### src/kbi_pkg.sv
// Package of constants and carrier types for the keyboard level interrupt.
// What this block does
// Set line flag when pin shows selected level.
// Flag requests only while line enable set.
// Flags sticky until software writes zero.
// Enable zero leaves pin ordinary I/O.
// Level select zero low, one high.
// All three registers reset to zero.
// Eight line requests share one vector.
// Global enable gates combined keyboard request.
// Detection and wake work in idle, power-down. Here detection needs core_clk running.
// Request is OR of flag AND enable.
package kbi_pkg;

	// ==========================================================
	// Register map
	localparam logic [7:0] KBI_OFS_LEVEL_SEL = 8'h9C;
	localparam logic [7:0] KBI_OFS_LINE_EN   = 8'h9D;
	localparam logic [7:0] KBI_OFS_FLAGS     = 8'h9E;
	localparam logic [7:0] KBI_RST_LEVEL_SEL = 8'h00;
	localparam logic [7:0] KBI_RST_LINE_EN   = 8'h00;
	localparam logic [7:0] KBI_RST_FLAGS     = 8'h00;
	localparam int         KBI_LINES         = 8;
	// The synchroniser starts at the idle pin level, high under the
	// pull-ups, so low-level detection cannot fire falsely after reset.
	localparam logic [1:0] KBI_SYNC_RST      = 2'h3;

	// ==========================================================
	// Carrier types
	typedef struct packed {
		logic       wr;
		logic       rd;
		logic [7:0] addr;
		logic [7:0] wdata;
	} kbi_sfr_req_t;

	typedef struct packed {
		logic       hit;
		logic [7:0] rdata;
	} kbi_sfr_rsp_t;

endpackage

### src/kbi_line.sv
// One keyboard line: pin synchroniser, level match and sticky flag.
`timescale 1ns/1ns
`default_nettype none

module kbi_line
(
	input  wire logic core_clk,
	input  wire logic arst_n,
	input  wire logic pin_in,
	input  wire logic level_high,
	input  wire logic flag_wr,
	input  wire logic flag_wdata,
	output logic      flag_r,
	output logic      pin_sync
);

	logic [1:0] sync_r;

	// ==========================================================
	// Synchroniser
	always_ff @(posedge core_clk or negedge arst_n)
	begin
		if (!arst_n)
			sync_r <= kbi_pkg::KBI_SYNC_RST;
		else
			sync_r <= {sync_r[0], pin_in};
	end

	assign pin_sync = sync_r[1];

	// ==========================================================
	// Sticky flag
	// A detection in the cycle of a software write wins, so that a
	// key still held during the clear is never lost.
	logic match;
	assign match = (pin_sync == level_high);

	always_ff @(posedge core_clk or negedge arst_n)
	begin
		if (!arst_n)
			flag_r <= 1'h0;
		else if (match)
			flag_r <= 1'h1;
		else if (flag_wr)
			flag_r <= flag_wdata;
	end

endmodule

`default_nettype wire

### src/kbi_top.sv
// Keyboard level interrupt: special function registers and eight lines.
`timescale 1ns/1ns
`default_nettype none

module kbi_top
(
	input  wire logic                  core_clk,
	input  wire logic                  arst_n,
	input  wire kbi_pkg::kbi_sfr_req_t sfr_req,
	output kbi_pkg::kbi_sfr_rsp_t      sfr_rsp,
	input  wire logic [7:0]            key_pins,
	input  wire logic                  keypad_global_irq_enable,
	output logic [7:0]                 key_pins_sync,
	output logic [7:0]                 key_line_irq_mask,
	output logic                       keypad_irq_request,
	output logic                       keypad_wake
);

	logic [7:0] key_level_select_r;
	logic [7:0] key_line_enable_r;
	logic [7:0] key_line_flags;
	logic       wr_sel;
	logic       wr_en;
	logic       wr_flags;
	logic       line_req;

	assign wr_sel   = sfr_req.wr
		&& (sfr_req.addr == kbi_pkg::KBI_OFS_LEVEL_SEL);
	assign wr_en    = sfr_req.wr
		&& (sfr_req.addr == kbi_pkg::KBI_OFS_LINE_EN);
	assign wr_flags = sfr_req.wr
		&& (sfr_req.addr == kbi_pkg::KBI_OFS_FLAGS);

	// ==========================================================
	// Control registers
	always_ff @(posedge core_clk or negedge arst_n)
	begin
		if (!arst_n)
			key_level_select_r <= kbi_pkg::KBI_RST_LEVEL_SEL;
		else if (wr_sel)
			key_level_select_r <= sfr_req.wdata;
	end

	always_ff @(posedge core_clk or negedge arst_n)
	begin
		if (!arst_n)
			key_line_enable_r <= kbi_pkg::KBI_RST_LINE_EN;
		else if (wr_en)
			key_line_enable_r <= sfr_req.wdata;
	end

	// ==========================================================
	// Lines
	genvar i;
	generate
		for (i = 0; i < kbi_pkg::KBI_LINES; i++)
		begin : g_line
			kbi_line u_line
			(
				.core_clk   (core_clk),
				.arst_n     (arst_n),
				.pin_in     (key_pins[i]),
				.level_high (key_level_select_r[i]),
				.flag_wr    (wr_flags),
				.flag_wdata (sfr_req.wdata[i]),
				.flag_r     (key_line_flags[i]),
				.pin_sync   (key_pins_sync[i])
			);
		end
	endgenerate

	// ==========================================================
	// Request
	// Masked lines keep flagging; only the request is gated, so that
	// software may poll them as plain inputs.
	assign key_line_irq_mask = key_line_enable_r;
	assign line_req = |(key_line_flags & key_line_enable_r);
	assign keypad_irq_request = line_req && keypad_global_irq_enable;
	// No clock gating here: the wake term is combinational, but new keys are only
	// flagged while core_clk runs, so a press with the clock stopped is not seen.
	assign keypad_wake = line_req;

	// ==========================================================
	// Read path
	always_comb
	begin
		sfr_rsp = '0;
		if (sfr_req.rd)
		begin
			unique case (sfr_req.addr)
				kbi_pkg::KBI_OFS_LEVEL_SEL:
				begin
					sfr_rsp.hit   = 1'h1;
					sfr_rsp.rdata = key_level_select_r;
				end
				kbi_pkg::KBI_OFS_LINE_EN:
				begin
					sfr_rsp.hit   = 1'h1;
					sfr_rsp.rdata = key_line_enable_r;
				end
				kbi_pkg::KBI_OFS_FLAGS:
				begin
					sfr_rsp.hit   = 1'h1;
					sfr_rsp.rdata = key_line_flags;
				end
				default:
				begin
					sfr_rsp.hit   = 1'h0;
					sfr_rsp.rdata = 8'h00;
				end
			endcase
		end
	end

endmodule

`default_nettype wire
### config.mk
export PLATFORM = sky130hd
export DESIGN_NAME = kbi_top
export DESIGN_NICKNAME = d
export VERILOG_FILES = /design/src/kbi_pkg.sv /design/src/kbi_line.sv /design/src/kbi_top.sv
export SDC_FILE = /design/constraint.sdc
export NUM_CORES = 1
export LEC_CHECK = 0
export ABC_CLOCK_PERIOD_IN_PS = 1400
export BUFFER_PORTS_ARGS = -buffer_cell sky130_fd_sc_hd__buf_2
export CAP_MARGIN = 5
export CORE_MARGIN = 4
export CORE_UTILIZATION = 30
export CTS_BUF_LIST = sky130_fd_sc_hd__clkbuf_8
export CTS_CLUSTER_DIAMETER = 200
export CTS_CLUSTER_SIZE = 12
export DETAILED_ROUTE_END_ITERATION = 8
export PLACE_DENSITY_LB_ADDON = 0.3
export SYNTH_ARGS = -nofsm -noshare
export SYNTH_HDL_FRONTEND = slang
export SYNTH_SLANG_ARGS = --single-unit
### constraint.sdc
create_clock -name core_clk -period 1.4 [get_ports core_clk]
set_clock_uncertainty 0.1 [all_clocks]
set_input_delay 0.07 -clock core_clk [delete_from_list [all_inputs] [get_ports core_clk]]
set_output_delay 0.07 -clock core_clk [all_outputs]
set_load 0.1 [all_outputs]
## After elaboration in Yosys (flattened, before gate mapping)

Cells that the tools add are included.

- Output and inout port bits: 27
- Logic and storage cells: 61
- Bits of input ports: 29
- Register bits after elaboration: 40

- Muxes and demuxes: 18
- Bitwise operators: 1
- Reduce and logical (&&, ||, !) cells: 13
- Equal/unequal tests: 11

Operators with widths:

| kind | count |
|---|---|
| 9-bit one-hot mux with 3 select lines | 1 |
| 8-bit == test (second input constant) | 3 |
| 1-bit 2-to-1 mux | 16 |
| 2-bit nonzero test | 8 |
| 9-bit 2-to-1 mux | 1 |
| 8-bit AND | 1 |
| 1-bit == test | 8 |
| 8-bit OR reduction | 1 |
| 1-bit logical AND | 4 |

## Logic depth before layout (Yosys ltp)

- Depth in word-level cells: 4
- Gate-level depth with buffers: 5
- Mapped depth without buffers: 3

## Cells and area by module

A second synthesis with hierarchy kept.

- Cells, all modules: 128
- Area, all modules: 1780.5 µm²

Modules (own cells, without submodules):

| module | cells an instance | instances | seq. area each (µm²) | area an instance (µm²) |
|---|---|---|---|---|
| kbi_top | 80 | 1 | 400.4 | 979.7 |
| kbi_line | 6 | 8 | 77.6 | 100.1 |

## Worst setup path before layout

OpenSTA, ideal clock, no wires.

- Path type: reg-to-output
- Start point: register key_line_enable_r[1], in the netlist key_line_irq_mask[1]
- End point: output port keypad_irq_request
- Arrival time: 2.897 ns
- Buffers on the path: 0
- Slack: -1.667 ns
- Data required time: 1.230 ns
- Stages on the path, launching flop included: 4
- Cells stage by stage: dfrtp_1 -> a22oi_1 -> nand4_1 -> and2_1

- Longest elaborated chain between the ends: 3

Ends and longest elaborated chain:

| item | line | source |
|---|---|---|
| start: declaration | kbi_top.sv:20 | `logic [7:0] key_line_enable_r;` |
| start signal: assignment | kbi_top.sv:47 | `key_line_enable_r <= kbi_pkg::KBI_RST_LINE_EN;` |
| start signal: assignment | kbi_top.sv:49 | `key_line_enable_r <= sfr_req.wdata;` |
| 8-bit AND | kbi_top.sv:77 | `assign line_req = \|(key_line_flags & key_line_enable_r);` |
| 8-bit OR reduction | kbi_top.sv:77 |  |
| named net keypad_wake | kbi_top.sv:16 | `output logic keypad_wake` |
| 1-bit logical AND | kbi_top.sv:78 | `assign keypad_irq_request = line_req && keypad_global_irq_enable;` |
| end: declaration | kbi_top.sv:15 | `output logic keypad_irq_request,` |

The timed path passes the listed nets, and every way through them passes these cells.

==> out/metrics.yaml <==
antenna_left: 0
num_vias: 1563
setup_ws_ns: -0.279
ys_warn_count: 0
crit_arrival_ns: 1.51
syn_inst: 154
setup_viol: 12
hold_path.class: "in2reg"
hold_slack_ns: 0.114
power_frac_comb_pct: 28.5
rsz0062_at_grt: "yes"
areaGrowthSynthToFinish_pct: 76.7
firstDrtPassIters: 5
syn_area_um2: 1930
dp_cells: 295
die_w_um: 88.2
htreeDepth: 2
drt_wl_total_um: 5280
intPower_mw: 2.04
failed_checks: "negative setup slack"
power.share.clock_pct: 28.4
fin_crit_ns: 1.68
power_density_nw_per_um2: 863
port_buffers: 55
final_cell_mix: "buf_12, buf_2, dlygate4sd3_1"
seq_power_share_pct: 43.1
grt_pass1_vias: 1687
synth_edf_count: 0
drv_cap: 0
ios: 56
place_area_um2: 2950
dp_slack_ns: -0.0854
grt_overflow: 0
cts_tree: "built"
final_hold_viol_count: 0
row_count: 28
cts_sinks: 40
path_class: "reg2out"
wire_per_inst_um: 16.3
p_sw_mw: 0.909
max_slew_margin_pct: 73.9
drtIter0Drc: 82
cts.reportedPaths.clkPinSlew_ns: 0.07
yosysSeqAreaShare_pct: 52.9
syn_avg_cell_area_um2: 12.5
start_util_pct: 31.7
design_area_um2: 3410
drive_gt1_share_pct: 67.5
p_sw_share_pct: 30.9
leakage_nw: 1.42
power_mw: 2.94
die-area_um2: 7780
yosysUniqueCellTypes: 28
tightest_slew_ns: 0.391
final_common_cell: "buf_12"
grt_pass1_wl_um: 8460
clkLatencyLatePin_ns: 0.29
coreArea_um2: 6100
cts_root_buffer: "clkbuf_8"
synth-async-reset-ratio_pct: 100
slew_viol_final: 0
dp_hpwl_um: 3580
cp_max_fo: 2
finalNonFillerCells: 324
critPathLaunchType: "register"
period_share_pct: 120
worstPathRequired_ns: 1.23
cp-end-kind: "output pin"
irDropWorstVdd_v: 0.000575
grt_max_degree: 41
tns_ns: -2.23
gp_congestion: 0.754
die_h_um: 88.2
final_nets: 277
syn_nets: 183
clockBufferDepth: 2
antenna_found_initial: 0
cts_inserted_buffers: 5
outcome: "complete, but fails checks"
track_usage_pct: 14.1
utilization_pct: 56.0
synthFlopType: "dfrtp_1"
n_antenna_cell: 0
detail_route.vias_per_cell: 4.82
synth_seq_cells: 40
fmax_mhz: 596
route.detailed.drc: 0
## worst paths after layout
kind / start / end / slack [ns] / cells past startpoint
worst max-delay path: key_line_irq_mask[4] / sfr_rsp[4] / -0.28 / 5
min in group asynchronous: arst_n / key_level_select_r[6] / 0.18 / 3
max in group asynchronous: arst_n / g_line[7].u_line.sync_r[1] / 0.76 / 3
worst min register to register: g_line[3].u_line.sync_r[0] / g_line[3].u_line.sync_r[1] / 0.26 / 0
worst min-delay path: sfr_req[9] / g_line[2].u_line.flag_r / 0.11 / 4
worst max register to register: key_line_irq_mask[2] / key_line_irq_mask[2] / 0.11 / 4
## critical path, cell delays in order, from the launching register on
cell and delay, ns:
dfrtp_4 0.49, buf_6 0.12, mux2i_2 0.17, a2bb2oi_2 0.22, nor2_4 0.06, buf_12 0.16
## registers in the layout (all words and copies together), names as in the netlist
name,count
g_line.u_line.flag_r,8
key_line_irq_mask,8
g_line.u_line.sync_r,16
key_level_select_r,8
## timing repair
| item | 4_1_cts | 5_1_grt |
|---|---|---|
| gates resized for setup | 27 | 12 |
| endpoints found under the hold margin | 64 | 0 |
| setup endpoints to repair | 10 | 12 |
| pin swaps | 8 | 7 |
| hold buffers | 17 | 0 |
| gates cloned | 0 | 0 |
| buffers inserted | 3 | 4 |
## layout make-up
type,count,area (µm²)
inverters,1,3.75
well taps,75,93.8
flip-flops and latches,40,1050
fillers,520,2690
clock inverters,1,3.75
multi-input cells,97,978
repair buffers,103,1180
clock buffers,7,96.3
## synth_stat cells (2+ instances only)
master / number / area, µm²
dfrtp_1: 24 / 601
dfstp_2: 16 / 420
mux2_2: 16 / 180
nand4_1: 9 / 56.3
nor2b_1: 9 / 56.3
a2bb2oi_1: 8 / 70.1
buf_4: 8 / 60.1
mux2i_1: 8 / 80.1
nand3_1: 8 / 40.0
nor2_1: 8 / 30.0
o31ai_1: 8 / 60.1
xor2_1: 8 / 70.1
a22oi_1: 4 / 30.0
clkbuf_1: 4 / 15.0
buf_2: 2 / 10.0
nor3_4: 2 / 32.5
## logic make-up (layout without fill, tap and decap cells)
logic type | after synthesis | count (layout) | synth area share [%]
AOI/OAI and AO/OA | 21 | 21 | 8.55
DFF | 40 | 40 | 52.9
and+or+nand+nor | 44 | 44 | 16.1
xor gates and xnor gates | 8 | 8 | 3.63
muxes | 24 | 24 | 13.5
buffers and inverters | 17 | 112 | 5.38
## layer usage
layer / vias up / track usage [%] / routed length [µm]
met3: 4 / 3.07 / 250
met5: - / 0 / 0
met4: 0 / 2.88 / 48
met1: 777 / 19.6 / 2360
li1: 742 / - / -
met2: 40 / 22.7 / 2620
## power by group through the flow
stage / clock network, mW / logic [mW] / registers, mW
6_report: 0.838 / 0.838 / 1.27
5_1_grt: 0.913 / 0.874 / 1.28
4_1_cts: 0.861 / 0.822 / 1.27
3_5_place_dp: 0 / 0.695 / 1.29
3_3_place_gp: 0 / 0.691 / 1.28
2_1_floorplan: 0 / 0.356 / 1.36
No activity file was read; power rests on OpenSTA's default activity.
